$ cat config.mk
export PLATFORM = sky130hd
export DESIGN_NAME = usba_shadow_buffer
export DESIGN_NICKNAME = d
export VERILOG_FILES = /design/src/logic/usba_pkg.sv /design/src/logic/usba_shadow_buffer.sv
export SDC_FILE = /design/constraint.sdc
export NUM_CORES = 1
export LEC_CHECK = 0
export BUFFER_PORTS_ARGS = -buffer_cell sky130_fd_sc_hd__buf_2
export CORE_MARGIN = 1.5
export CORE_UTILIZATION = 30
export CTS_BUF_LIST = sky130_fd_sc_hd__clkbuf_2
export DETAILED_ROUTE_END_ITERATION = 8
export GPL_TIMING_DRIVEN = 0
export SLEW_MARGIN = 5
export SYNTH_ARGS = -nofsm -noshare
export SYNTH_HDL_FRONTEND = slang
export SYNTH_SLANG_ARGS = --single-unit
$ cat constraint.sdc
create_clock -name mclk -period 10.67 [get_ports mclk]
set_clock_uncertainty 0.05 [all_clocks]
set_input_delay 1.6005 -clock mclk [delete_from_list [all_inputs] [get_ports mclk]]
set_output_delay 1.6005 -clock mclk [all_outputs]
set_load 0.05 [all_outputs]
$ cat src/logic/usba_pkg.sv
// constants and carrier types for the serial port shadow buffer access block
package usba_pkg;
  // register byte addresses
  localparam logic [31:0] USBA_SHADOW_BASE = 32'h5000_1130; // alias 0 of sixteen
  localparam logic [31:0] USBA_SHADOW_LAST = 32'h5000_116C; // alias 15
  localparam logic [31:0] USBA_SHADOW_12 = 32'h5000_1160; // second_uart_shadow_buffer_12
  localparam logic [31:0] USBA_SHADOW_13 = 32'h5000_1164; // second_uart_shadow_buffer_13
  localparam logic [31:0] USBA_MAIN_BUF = 32'h5000_1100; // receive_buffer / transmit_holding
  localparam logic [31:0] USBA_FIFO_CTRL = 32'h5000_1108; // fifo_control_reg
  localparam logic [31:0] USBA_LINE_STAT = 32'h5000_1114; // line_status_reg
  localparam logic [31:0] USBA_IRQ_STAT = 32'h5000_1180; // sticky events, cleared by read
  localparam logic [31:0] USBA_IRQ_MASK = 32'h5000_1184; // event enables
  localparam logic [31:0] USBA_MODE = 32'h5000_1188; // line mode select
  // field positions
  localparam int USBA_FC_ENABLE = 0; // fifo enable
  localparam int USBA_FC_RX_FLUSH = 1; // self-clearing receive flush
  localparam int USBA_FC_TX_FLUSH = 2; // self-clearing transmit flush
  localparam int USBA_LS_DR = 0; // data_ready_flag
  localparam int USBA_LS_OE = 1; // overrun error
  localparam int USBA_LS_TX_HOLDING_EMPTY_FLAG = 5; // tx_holding_empty_flag
  localparam int USBA_LS_TEMT = 6; // holding and output stage both empty
  localparam int USBA_MODE_IR = 0; // infrared line when set
  localparam int USBA_EV_RX = 0; // character stored
  localparam int USBA_EV_OVR = 1; // overrun
  localparam int USBA_EV_TX_HOLDING_EMPTY_FLAG = 2; // holding became empty
  localparam int USBA_EV_TXDROP = 3; // write lost to a full holding fifo
  localparam int USBA_EV_W = 4;
  // widths and reset values
  localparam int USBA_CHAR_W = 8;
  localparam int USBA_DEF_DEPTH = 16;
  localparam logic [31:0] USBA_ZERO_WORD = 32'h0000_0000;
  localparam logic [USBA_EV_W-1:0] USBA_EV_RST = 4'h0;
  localparam logic [1:0] USBA_RESP_OKAY = 2'h0;
  localparam logic [1:0] USBA_RESP_DECERR = 2'h3;

  // one character on a line stream
  typedef struct packed {
    logic valid;
    logic [USBA_CHAR_W-1:0] data;
  } usba_char_t;

  // line selected for the output stage
  typedef enum logic [0:0] {
    USBA_LINE_SERIAL = 1'b0,
    USBA_LINE_IR = 1'b1
  } usba_line_t;
endpackage

$ cat src/logic/usba_shadow_buffer.sv
// shadow receive/transmit buffer access over AXI4-Lite with fifos and interrupt
`timescale 1ns/10ps
// Functional notes
// sixteen word-spaced shadow addresses all alias the receive/transmit buffer.
// shadow read low byte returns character from serial or infrared input per mode.
// software trusts read byte only while data ready flag is set.
// fifos off, new character overwrites unread byte and flags overrun.
// fifos on, shadow read returns receive fifo head.
// receive fifo full, incoming character dropped, stored kept, overrun flagged.
// shadow write low byte sends character to serial or infrared output.
// software writes transmit data only while holding-empty flag is set.
// fifos off, a character write clears the holding-empty flag.
// fifos off, further writes before empty replace pending character.
// fifos on, depth writes accepted (default sixteen) before full.
// writes into a full transmit fifo are dropped unchanged.
// shadow read pops receive fifo and updates data ready like main read.
module usba_shadow_buffer import usba_pkg::*; #(
  parameter int DEPTH = USBA_DEF_DEPTH
) (
  input wire logic mclk, // 125 MHz clock
  input wire logic srst, // synchronous reset, active high
  input wire logic [31:0] s_axi_awaddr, // write address
  input wire logic s_axi_awvalid, // write address valid
  output logic s_axi_awready, // write address taken
  input wire logic [31:0] s_axi_wdata, // write data
  input wire logic [3:0] s_axi_wstrb, // byte lanes
  input wire logic s_axi_wvalid, // write data valid
  output logic s_axi_wready, // write data taken
  output logic [1:0] s_axi_bresp, // write response
  output logic s_axi_bvalid, // write response valid
  input wire logic s_axi_bready, // write response accepted
  input wire logic [31:0] s_axi_araddr, // read address
  input wire logic s_axi_arvalid, // read address valid
  output logic s_axi_arready, // read address taken
  output logic [31:0] s_axi_rdata, // read data
  output logic [1:0] s_axi_rresp, // read response
  output logic s_axi_rvalid, // read data valid
  input wire logic s_axi_rready, // read data accepted
  input wire usba_char_t rx_serial_char, // character from serial deserializer
  input wire usba_char_t rx_ir_char, // character from infrared decoder
  output usba_char_t tx_serial_char, // character to serial serializer
  input wire logic tx_serial_ready, // serial serializer takes character
  output usba_char_t tx_ir_char, // character to infrared encoder
  input wire logic tx_ir_ready, // infrared encoder takes character
  output logic irq // level interrupt
);
  localparam int PTR_W = (DEPTH > 1) ? $clog2(DEPTH) : 1;
  localparam logic [PTR_W-1:0] PTR_LAST = PTR_W'(DEPTH - 1);
  localparam logic [PTR_W:0] CNT_FULL = (PTR_W + 1)'(DEPTH);
  localparam logic [PTR_W-1:0] PTR_ZERO = '0;
  localparam logic [PTR_W:0] CNT_ZERO = '0;
  localparam logic [PTR_W:0] CNT_ONE = (PTR_W + 1)'(1);

  // bus side state
  logic awready_reg, wready_reg, bvalid_reg, arready_reg, rvalid_reg;
  logic [1:0] bresp_reg, rresp_reg;
  logic [31:0] rdata_reg;
  // control and status state
  logic fifo_en_reg, ir_mode_reg, overrun_reg, irq_reg;
  logic [USBA_EV_W-1:0] ev_stat_reg, ev_mask_reg;
  // receive fifo
  logic [USBA_CHAR_W-1:0] rx_mem [DEPTH];
  logic [PTR_W-1:0] rx_wr_ptr_reg, rx_rd_ptr_reg;
  logic [PTR_W:0] rx_count_reg;
  // transmit fifo and output stage
  logic [USBA_CHAR_W-1:0] tx_mem [DEPTH];
  logic [PTR_W-1:0] tx_wr_ptr_reg, tx_rd_ptr_reg;
  logic [PTR_W:0] tx_count_reg;
  usba_char_t tx_serial_reg, tx_ir_reg;

  // handshakes and decode
  logic wr_hs, rd_hs, wr_buf, rd_buf, wr_map, rd_map, wr_low;
  logic fc_write, rx_flush, tx_flush;
  usba_char_t rx_in;
  logic rx_full, rx_pop, rx_push, rx_over, rx_drop;
  logic tx_full, tx_push, tx_over, tx_drop, tx_take, tx_load, tx_stage_busy;
  logic tx_holding_empty_flag_now, tx_holding_empty_flag_rise_q;
  logic [31:0] rd_word;

  assign wr_hs = awready_reg;
  assign rd_hs = arready_reg;

  // alias decode: any aligned word in the shadow window or the main buffer address
  function automatic logic usba_is_buf(input logic [31:0] a);
    usba_is_buf = (a == USBA_MAIN_BUF) ||
                  (a >= USBA_SHADOW_BASE && a <= USBA_SHADOW_LAST && a[1:0] == 2'h0);
  endfunction

  function automatic logic usba_is_map(input logic [31:0] a);
    usba_is_map = usba_is_buf(a) || a == USBA_FIFO_CTRL || a == USBA_LINE_STAT ||
                  a == USBA_IRQ_STAT || a == USBA_IRQ_MASK || a == USBA_MODE;
  endfunction

  assign wr_buf = wr_hs && usba_is_buf(s_axi_awaddr);
  assign rd_buf = rd_hs && usba_is_buf(s_axi_araddr);
  assign wr_map = usba_is_map(s_axi_awaddr);
  assign rd_map = usba_is_map(s_axi_araddr);
  // lane 0 alone qualifies byte writes; the upper lanes carry nothing in this map
  assign wr_low = s_axi_wstrb[0];
  assign fc_write = wr_hs && s_axi_awaddr == USBA_FIFO_CTRL && wr_low;
  // changing the fifo mode empties both queues so stale depth never leaks across
  assign rx_flush = fc_write && (s_axi_wdata[USBA_FC_RX_FLUSH] ||
                                 s_axi_wdata[USBA_FC_ENABLE] != fifo_en_reg);
  assign tx_flush = fc_write && (s_axi_wdata[USBA_FC_TX_FLUSH] ||
                                 s_axi_wdata[USBA_FC_ENABLE] != fifo_en_reg);

  // write channel: address and data taken together, one write at a time
  always_ff @(posedge mclk) begin
    if (srst) begin
      awready_reg <= 1'b0;
      wready_reg <= 1'b0;
      bvalid_reg <= 1'b0;
      bresp_reg <= USBA_RESP_OKAY;
    end else begin
      // both readies rise together and only while both valids stand, so a write is never half taken
      awready_reg <= !awready_reg && !bvalid_reg && s_axi_awvalid && s_axi_wvalid;
      wready_reg <= !awready_reg && !bvalid_reg && s_axi_awvalid && s_axi_wvalid;
      if (wr_hs) begin
        bvalid_reg <= 1'b1;
        bresp_reg <= wr_map ? USBA_RESP_OKAY : USBA_RESP_DECERR;
      end else if (s_axi_bready) begin
        bvalid_reg <= 1'b0;
      end
    end
  end

  // read word mux; unmapped addresses read zero
  always_comb begin
    rd_word = USBA_ZERO_WORD;
    if (usba_is_buf(s_axi_araddr)) begin
      rd_word[USBA_CHAR_W-1:0] = rx_mem[rx_rd_ptr_reg];
    end else if (s_axi_araddr == USBA_FIFO_CTRL) begin
      rd_word[USBA_FC_ENABLE] = fifo_en_reg;
    end else if (s_axi_araddr == USBA_LINE_STAT) begin
      rd_word[USBA_LS_DR] = rx_count_reg != CNT_ZERO;
      rd_word[USBA_LS_OE] = overrun_reg;
      rd_word[USBA_LS_TX_HOLDING_EMPTY_FLAG] = tx_holding_empty_flag_now;
      rd_word[USBA_LS_TEMT] = tx_holding_empty_flag_now && !tx_stage_busy;
    end else if (s_axi_araddr == USBA_IRQ_STAT) begin
      rd_word[USBA_EV_W-1:0] = ev_stat_reg;
    end else if (s_axi_araddr == USBA_IRQ_MASK) begin
      rd_word[USBA_EV_W-1:0] = ev_mask_reg;
    end else if (s_axi_araddr == USBA_MODE) begin
      rd_word[USBA_MODE_IR] = ir_mode_reg;
    end
  end

  // read channel: data captured at the address handshake, answer one cycle later
  always_ff @(posedge mclk) begin
    if (srst) begin
      arready_reg <= 1'b0;
      rvalid_reg <= 1'b0;
      rdata_reg <= USBA_ZERO_WORD;
      rresp_reg <= USBA_RESP_OKAY;
    end else begin
      // the answer holds until rready; no second read is taken meanwhile
      arready_reg <= !arready_reg && !rvalid_reg && s_axi_arvalid;
      if (rd_hs) begin
        rvalid_reg <= 1'b1;
        rdata_reg <= rd_word;
        rresp_reg <= rd_map ? USBA_RESP_OKAY : USBA_RESP_DECERR;
      end else if (s_axi_rready) begin
        rvalid_reg <= 1'b0;
      end
    end
  end

  // control registers written by software
  always_ff @(posedge mclk) begin
    if (srst) begin
      fifo_en_reg <= 1'b0;
      ir_mode_reg <= 1'b0;
      ev_mask_reg <= USBA_EV_RST;
    end else if (wr_hs && wr_low) begin
      if (s_axi_awaddr == USBA_FIFO_CTRL) begin
        fifo_en_reg <= s_axi_wdata[USBA_FC_ENABLE];
      end
      if (s_axi_awaddr == USBA_MODE) begin
        ir_mode_reg <= s_axi_wdata[USBA_MODE_IR];
      end
      if (s_axi_awaddr == USBA_IRQ_MASK) begin
        ev_mask_reg <= s_axi_wdata[USBA_EV_W-1:0];
      end
    end
  end

  // receive side: line selected by mode, capacity one when fifos are off
  // trade-off: fifos off reuses the same memory at depth one instead of a separate register
  assign rx_in = ir_mode_reg ? rx_ir_char : rx_serial_char;
  assign rx_full = fifo_en_reg ? (rx_count_reg == CNT_FULL) : (rx_count_reg != CNT_ZERO);
  assign rx_pop = rd_buf && rx_count_reg != CNT_ZERO;
  assign rx_push = rx_in.valid && (!rx_full || rx_pop);
  assign rx_over = rx_in.valid && !rx_push && !fifo_en_reg;
  assign rx_drop = rx_in.valid && !rx_push && fifo_en_reg;

  // receive storage; an overwrite replaces the single unread byte in place.
  // reset clears every entry, so a read of the empty buffer after reset shows
  // the register's reset value of zero rather than an unknown byte
  always_ff @(posedge mclk) begin
    if (srst) begin
      for (int i = 0; i < DEPTH; i++) begin
        rx_mem[i] <= '0;
      end
    end else if (rx_push) begin
      rx_mem[rx_wr_ptr_reg] <= rx_in.data;
    end else if (rx_over) begin
      rx_mem[rx_rd_ptr_reg] <= rx_in.data;
    end
  end

  // receive pointers and count; a full fifo leaves the stored entries alone
  always_ff @(posedge mclk) begin
    if (srst || rx_flush) begin
      rx_wr_ptr_reg <= PTR_ZERO;
      rx_rd_ptr_reg <= PTR_ZERO;
      rx_count_reg <= CNT_ZERO;
    end else begin
      if (rx_push) begin
        rx_wr_ptr_reg <= (rx_wr_ptr_reg == PTR_LAST) ? PTR_ZERO : rx_wr_ptr_reg + 1'b1;
      end
      if (rx_pop) begin
        rx_rd_ptr_reg <= (rx_rd_ptr_reg == PTR_LAST) ? PTR_ZERO : rx_rd_ptr_reg + 1'b1;
      end
      case ({rx_push, rx_pop})
        2'b10: rx_count_reg <= rx_count_reg + CNT_ONE;
        2'b01: rx_count_reg <= rx_count_reg - CNT_ONE;
        default: rx_count_reg <= rx_count_reg;
      endcase
    end
  end

  // overrun flag: cleared by a line status read, a new overrun in that cycle wins
  always_ff @(posedge mclk) begin
    if (srst) begin
      overrun_reg <= 1'b0;
    end else if (rx_over || rx_drop) begin
      overrun_reg <= 1'b1;
    end else if (rd_hs && s_axi_araddr == USBA_LINE_STAT) begin
      overrun_reg <= 1'b0;
    end
  end

  // transmit side: the holding queue feeds a one-entry output stage
  // limitation: with fifos off the queue is one entry deep, so on a slow line later
  // writes replace the pending character rather than wait behind it
  assign tx_stage_busy = tx_serial_reg.valid || tx_ir_reg.valid;
  assign tx_take = (tx_serial_reg.valid && tx_serial_ready) || (tx_ir_reg.valid && tx_ir_ready);
  assign tx_load = (!tx_stage_busy || tx_take) && tx_count_reg != CNT_ZERO;
  assign tx_full = fifo_en_reg ? (tx_count_reg == CNT_FULL) : (tx_count_reg != CNT_ZERO);
  assign tx_push = wr_buf && wr_low && (!tx_full || tx_load);
  assign tx_over = wr_buf && wr_low && !tx_push && !fifo_en_reg;
  assign tx_drop = wr_buf && wr_low && !tx_push && fifo_en_reg;
  assign tx_holding_empty_flag_now = tx_count_reg == CNT_ZERO;

  // transmit storage; fifos off, a pending character is simply replaced
  always_ff @(posedge mclk) begin
    if (tx_push) begin
      tx_mem[tx_wr_ptr_reg] <= s_axi_wdata[USBA_CHAR_W-1:0];
    end else if (tx_over) begin
      tx_mem[tx_rd_ptr_reg] <= s_axi_wdata[USBA_CHAR_W-1:0];
    end
  end

  // transmit pointers and count; a dropped write touches nothing
  always_ff @(posedge mclk) begin
    if (srst || tx_flush) begin
      tx_wr_ptr_reg <= PTR_ZERO;
      tx_rd_ptr_reg <= PTR_ZERO;
      tx_count_reg <= CNT_ZERO;
    end else begin
      if (tx_push) begin
        tx_wr_ptr_reg <= (tx_wr_ptr_reg == PTR_LAST) ? PTR_ZERO : tx_wr_ptr_reg + 1'b1;
      end
      if (tx_load) begin
        tx_rd_ptr_reg <= (tx_rd_ptr_reg == PTR_LAST) ? PTR_ZERO : tx_rd_ptr_reg + 1'b1;
      end
      case ({tx_push, tx_load})
        2'b10: tx_count_reg <= tx_count_reg + CNT_ONE;
        2'b01: tx_count_reg <= tx_count_reg - CNT_ONE;
        default: tx_count_reg <= tx_count_reg;
      endcase
    end
  end

  // output stage: the line is chosen when the character leaves the queue
  always_ff @(posedge mclk) begin
    if (srst) begin
      tx_serial_reg <= '0;
      tx_ir_reg <= '0;
    end else if (tx_load) begin
      tx_serial_reg.valid <= usba_line_t'(ir_mode_reg) == USBA_LINE_SERIAL;
      tx_ir_reg.valid <= usba_line_t'(ir_mode_reg) == USBA_LINE_IR;
      tx_serial_reg.data <= tx_mem[tx_rd_ptr_reg];
      tx_ir_reg.data <= tx_mem[tx_rd_ptr_reg];
    end else if (tx_take) begin
      tx_serial_reg.valid <= 1'b0;
      tx_ir_reg.valid <= 1'b0;
    end
  end

  // holding-empty edge, so the event fires once per emptying
  // reset value matches the empty queue so no false event follows reset
  always_ff @(posedge mclk) begin
    if (srst) begin
      tx_holding_empty_flag_rise_q <= 1'b1;
    end else begin
      tx_holding_empty_flag_rise_q <= tx_holding_empty_flag_now;
    end
  end

  // sticky events: read of the status word clears, an event in the same cycle survives
  always_ff @(posedge mclk) begin
    if (srst) begin
      ev_stat_reg <= USBA_EV_RST;
    end else begin
      ev_stat_reg <= ((rd_hs && s_axi_araddr == USBA_IRQ_STAT) ? USBA_EV_RST : ev_stat_reg) |
                     {tx_drop, tx_holding_empty_flag_now && !tx_holding_empty_flag_rise_q, rx_over || rx_drop, rx_push};
    end
  end

  // interrupt level follows the masked status one cycle later
  // the extra cycle of lag keeps irq straight from a flip-flop
  always_ff @(posedge mclk) begin
    if (srst) begin
      irq_reg <= 1'b0;
    end else begin
      irq_reg <= |(ev_stat_reg & ev_mask_reg);
    end
  end

  assign s_axi_awready = awready_reg;
  assign s_axi_wready = wready_reg;
  assign s_axi_bvalid = bvalid_reg;
  assign s_axi_bresp = bresp_reg;
  assign s_axi_arready = arready_reg;
  assign s_axi_rvalid = rvalid_reg;
  assign s_axi_rdata = rdata_reg;
  assign s_axi_rresp = rresp_reg;
  assign tx_serial_char = tx_serial_reg;
  assign tx_ir_char = tx_ir_reg;
  assign irq = irq_reg;
endmodule

## Word-level counts from Yosys, hierarchy flattened

Memories as Yosys holds them, arrays and structs flattened. A register that Yosys moved wholly into a read port is not among the register bits.
Index checks and enable logic that the tools add are counted.
W data, S select, Z words.

- Bits in writable memories: 256
- Memories: 2
- Flip-flop bits (word level): 57

- Muxes and demuxes: 60
- Add/sub/neg operators: 8
- Reduce and logical (&&, ||, !) cells: 84
- Eq/ne operators: 23
- $lt $le $gt $ge: 4
- Bitwise gates (word level): 3

Memories:

| memory | words | bits a word | read ports | clocked after memory_dff | wr ports | RTL line | RTL |
|---|---|---|---|---|---|---|---|
| rx_mem | 16 | 8 | 1 | 1 | 16 | usba_shadow_buffer.sv:62 | `logic [USBA_CHAR_W-1:0] rx_mem [DEPTH];` |
| tx_mem | 16 | 8 | 1 | 1 | 1 | usba_shadow_buffer.sv:66 | `logic [USBA_CHAR_W-1:0] tx_mem [DEPTH];` |

Operator list:

| cell | count |
|---|---|
| $eq A32 B31 Y1 const B | 12 |
| $ge A32 B31 Y1 const B | 2 |
| $le A32 B31 Y1 const B | 2 |
| $mux W4 | 12 |
| $logic_and A1 B1 Y1 | 33 |
| $mux W1 | 33 |
| $mux W8 | 3 |
| $reduce_or A8 Y1 | 3 |
| $logic_or A1 B1 Y1 | 22 |
| $pmux W5 S2 | 2 |
| $add A4 B1 Y4 const B | 4 |
| $eq A4 B4 Y1 const B | 4 |
| $mux W2 | 7 |
| $reduce_bool A2 Y1 | 6 |
| $logic_not A1 Y1 | 11 |
| $add A5 B1 Y5 const B | 2 |
| $eq A5 B5 Y1 const B | 2 |
| $reduce_bool A5 Y1 | 2 |
| $sub A5 B1 Y5 const B | 2 |
| $mux W9 | 1 |
| $mux W3 | 2 |
| $reduce_and A2 Y1 | 3 |
| $logic_not A5 Y1 | 1 |
| $and A4 B4 Y4 | 1 |
| 7 further kinds | 10 |

## Depth between registers and ports, before layout

- Depth in word-level cells: 17
- Gate-level depth with buffers: 13
- Mapped depth without buffers: 13

## Least setup slack after synthesis

OpenSTA, ideal clock, no wires.

- Path kind: in2reg
- Start point: input port s_axi_araddr[4]
- End point: register rx_count_reg[4]
- Setup slack: 6022 ps
- Setup time: 123 ps
- Stages on the path: 11
- Arrival time: 4475 ps
- Path through: clkbuf_2 -> a21oi_1 -> a311oi_1 -> a21bo_2 -> a2111oi_0 -> ha_1 -> a21o_1 -> a21oi_1 -> a2111oi_0 -> a311oi_1 -> nor3_1

- Longest elaborated chain between the ends: 10
- Elaborated cells between the ends (all ways): 14

RTL lines:

| item | RTL line | RTL |
|---|---|---|
| start: declaration | usba_shadow_buffer.sv:32 | `input wire logic [31:0] s_axi_araddr,` |
| $ge A32 B31 Y1 / $le A32 B31 Y1 (equally long branches) | usba_shadow_buffer.sv:86 | `(a >= USBA_SHADOW_BASE && a <= USBA_SHADOW_LAST && a[1:0] == 2'h0);` |
| $logic_and A1 B1 Y1 (2 in a row) | usba_shadow_buffer.sv:86 |  |
| $logic_or A1 B1 Y1 * | usba_shadow_buffer.sv:85 | `usba_is_buf = (a == USBA_MAIN_BUF) \|\|` |
| $logic_and A1 B1 Y1 * | usba_shadow_buffer.sv:95 | `assign rd_buf = rd_hs && usba_is_buf(s_axi_araddr);` |
| $logic_and A1 B1 Y1 * | usba_shadow_buffer.sv:191 | `assign rx_pop = rd_buf && rx_count_reg != CNT_ZERO;` |
| $logic_or A1 B1 Y1 | usba_shadow_buffer.sv:192 | `assign rx_push = rx_in.valid && (!rx_full \|\| rx_pop);` |
| $logic_and A1 B1 Y1 | usba_shadow_buffer.sv:192 |  |
| $eq A2 B1 Y1 / $eq A2 B2 Y1 (equally long branches) | usba_shadow_buffer.sv:224 | `case ({rx_push, rx_pop})` |
| $pmux W5 S2 / $reduce_bool A2 Y1 (equally long branches) | n/a |  |
| end signal: assignment | usba_shadow_buffer.sv:225 | `2'b10: rx_count_reg <= rx_count_reg + CNT_ONE;` |
| end signal: assignment | usba_shadow_buffer.sv:226 | `2'b01: rx_count_reg <= rx_count_reg - CNT_ONE;` |
| end signal: assignment | usba_shadow_buffer.sv:227 | `default: rx_count_reg <= rx_count_reg;` |
| end: declaration | usba_shadow_buffer.sv:64 | `logic [PTR_W:0] rx_count_reg;` |

Every way passes the cells marked *; elsewhere a longest branch is shown, timed or not.
A chain may end at the register's enable or synchronous reset.

## Final worst setup path

- Start point: input port s_axi_awaddr[13]
- End point: memory tx_mem[4][2] (enable)

- Longest elaborated chain between the ends: 15
- Elaborated cells between the ends (all ways): 20

RTL lines:

| item | RTL line | RTL |
|---|---|---|
| start: declaration | usba_shadow_buffer.sv:22 | `input wire logic [31:0] s_axi_awaddr,` |
| $ge A32 B31 Y1 / $le A32 B31 Y1 (equally long branches) | usba_shadow_buffer.sv:86 |  |
| $logic_and A1 B1 Y1 (2 in a row) | usba_shadow_buffer.sv:86 |  |
| $logic_or A1 B1 Y1 * | usba_shadow_buffer.sv:85 |  |
| $logic_and A1 B1 Y1 * | usba_shadow_buffer.sv:94 | `assign wr_buf = wr_hs && usba_is_buf(s_axi_awaddr);` |
| $logic_and A1 B1 Y1 * | usba_shadow_buffer.sv:250, usba_shadow_buffer.sv:251 |  |
| $logic_and A1 B1 Y1 | usba_shadow_buffer.sv:250 | `assign tx_push = wr_buf && wr_low && (!tx_full \|\| tx_load);` |
| $logic_not A1 Y1 | usba_shadow_buffer.sv:251 | `assign tx_over = wr_buf && wr_low && !tx_push && !fifo_en_reg;` |
| $logic_and A1 B1 Y1 (2 in a row) | usba_shadow_buffer.sv:251 |  |
| $mux W1 | usba_shadow_buffer.sv:259 | `end else if (tx_over) begin` |
| $mux W1 | usba_shadow_buffer.sv:257 | `if (tx_push) begin` |
| $mux W1 (implied by the code) | usba_shadow_buffer.sv:260 | `tx_mem[tx_rd_ptr_reg] <= s_axi_wdata[USBA_CHAR_W-1:0];` |
| $reduce_or A8 Y1 (no source line) | n/a |  |
| $mux W4 (no source line) / $mux W1 (equally long branches) | n/a |  |
| end: declaration | usba_shadow_buffer.sv:66 |  |

Marks and branches as above.

==> metrics <==
status finished clean; worst hold endpoint s_axi_wready; setup_tns 0 ns; unrepaired setup endpoints after global routing false; Seq cells post-synth 323; Initial Util 0.305; cell with the most instances after synthesis edfxtp_1; Die Y 224 µm; post-route ant nets 0; Setup WS post-layout 6.33 ns; Post-Syn Area per Cell 13.4 µm²; highest clock rate 231 MHz; num rows 80; Final setup viols 0; Worst R2R End rx_mem[1][1]; Skew-Pair Late Insertion Delay 1.01 ns; total CTS buffers 82; register area 9030 µm²; Area growth syn-to-layout 15.6%; Die W 224 µm; fillers 4,670; WP depth 8; Syn Inst Count 1,090; DRC violations left 0; crit-path max cell delay 0.73 ns; final hold vios 0; Final min period 4.34 ns; vias per inst 4.89; # clock sinks 323; commonest register cell after synthesis edfxtp_1; post-synth top area share 0.525; required time worst endpoint 11.17 ns; Post-CTS Setup Inserts 0; Iter 0 DRT Violations 710; Slew headroom 0.316; Slew Limit Fails 0; total of max-cap violations 0; Clock Path Buffers 3; leakage power total 6.01 nW; Power Density 149 nW/µm²; largest fanout on the critical path 10; grt ovf 0; vias in the first global route 9,841; first-pass GRT wire length 56,400 µm; Hold Startpoint s_axi_bvalid; gr usage total 0.149; hpwl dp 27,100 µm; Placed Cells 1,859; # hold bufs at CTS 0; crit end category flop; aggregate routed wire length 36,900 µm; Total Nets Final 1,467; fin cells 2,009; worst path cell trace buf_2 > or4_4 > nor4_1 > nand3_2 > nor4b_4 > nand2b_2 > o32a_1 > nor2_1; Area contributors post-synth edfxtp_1, mux4_2, dfxtp_1; placer congestion estimate 0.789; post-synthesis sequential area ratio 0.617; Async S/R FF share, synth 0; worst hold stages 1; die area 50,100 µm²; largest net degree at the start of global routing 21; area of the core 47,900 µm²; initial antenna violation count 3; critical path startpoint category input pin; clock root buffer clkbuf_2; class of the worst hold path reg2reg; fraction of layout cells with a size suffix above 1 0.300; Vias 9,825; Peak VDD IR 0.0804 mV; Critical path buffers and inverters 1; num ports 187; clk slew on worst S/H paths 0.10 ns; Top delay family on crit path simple AND/OR/NAND/NOR gates; period utilisation layout 0.407; Synth Cell Area 14,600 µm²; Reg2Reg Depth 7; R2R setup slack 6.94 ns; Yosys cell types 70; WL/cell 18.4 µm; IO buf count 131; drt first pass iters 7; post-CTS resize count 0; CTS tree done; Ys Warns 0; largest area contributor in the netlist edfxtp_1; Worst-Margin Slew 1.03 ns; area of the multi-input gates 5160 µm²; EDFF count, synth 256; Worst Path Arrival 4.84 ns; slowest CP cell nor2_1; CTS H-Tree Depth 3; top post-synthesis cells by count edfxtp_1, nor2_1, nand2_1; reg2reg start rx_count_reg[0]; Setup CP Type in2reg; Place WS 5.08 ns
-- metrics by stage --
step           utilization  total power, mW  area [µm²]  hold WS, ns
6_report             0.353             2.52       16900        0.410
5_1_grt              0.353             2.64       16900        0.451
4_1_cts              0.353             2.55       16900        0.402
3_5_place_dp         0.337             1.70       16100        0.381
3_3_place_gp         0.337             1.70       16100        0.378
2_1_floorplan            -             1.61       14700        0.402
-- kinds of logic after synthesis --
family	Yosys count	share of synthesized area
buf+inv	103	0.0359
flops	323	0.617
xor+xnor	11	0.00658
simple gates	386	0.118
compound gates	150	0.0710
mux	104	0.140
fa+ha+maj	12	0.0113
other cells	1	0.000256
-- metal layers --
metal  part of all wire  wire, µm  global-route usage
met1               0.41     15000               0.178
met2               0.50     18500               0.257
met3              0.062      2280              0.0365
met4              0.030      1110              0.0595
met5            0.00038        14                   0
-- worst max path at each step --
stage                           startpoint               to  slack, ns
after CTS                 s_axi_araddr[13]  rx_count_reg[4]       6.24
after global placement    s_axi_araddr[13]  rx_count_reg[4]       5.18
after global routing      s_axi_araddr[13]  rx_count_reg[3]       6.20
after detailed placement  s_axi_araddr[13]  rx_count_reg[4]       5.08
after floorplan            s_axi_araddr[4]  rx_count_reg[4]       6.02
final                     s_axi_awaddr[13]     tx_mem[4][2]       6.33
-- placed cells by master (no fill, tap or decap), types with 12 or more instances in the layout --
master    count
nand2_1      82
clkbuf_2    125
nor2_1      201
nor3_1       20
edfxtp_1    256
nor4_1       12
dfxtp_1      67
buf_2       136
mux2i_1      20
inv_1        16
nand3_1      15
buf_4        35
clkinv_1     13
conb_1       24
mux4_2       80
buf_1        13
o21ai_2      14
a21oi_1      54
clkbuf_1     33
-- layout make-up --
cell class | instances | area share
multi-input combinational | 687 | 0.305
buffer | 87 | 0.0275
tap | 615 | 0.0455
clock inverter | 24 | 0.00843
antenna | 2 | 0.000296
inverter | 16 | 0.00355
clock buffer | 124 | 0.0367
sequential | 323 | 0.534
timing repair buffer | 131 | 0.0388
-- where the power goes --
part / switching (mW) / total, mW / internal, mW
registers: 0.0222 / 1.42 / 1.40
clock network: 0.508 / 0.845 / 0.337
logic: 0.166 / 0.255 / 0.0891
(Power assumes the default switching activity.)
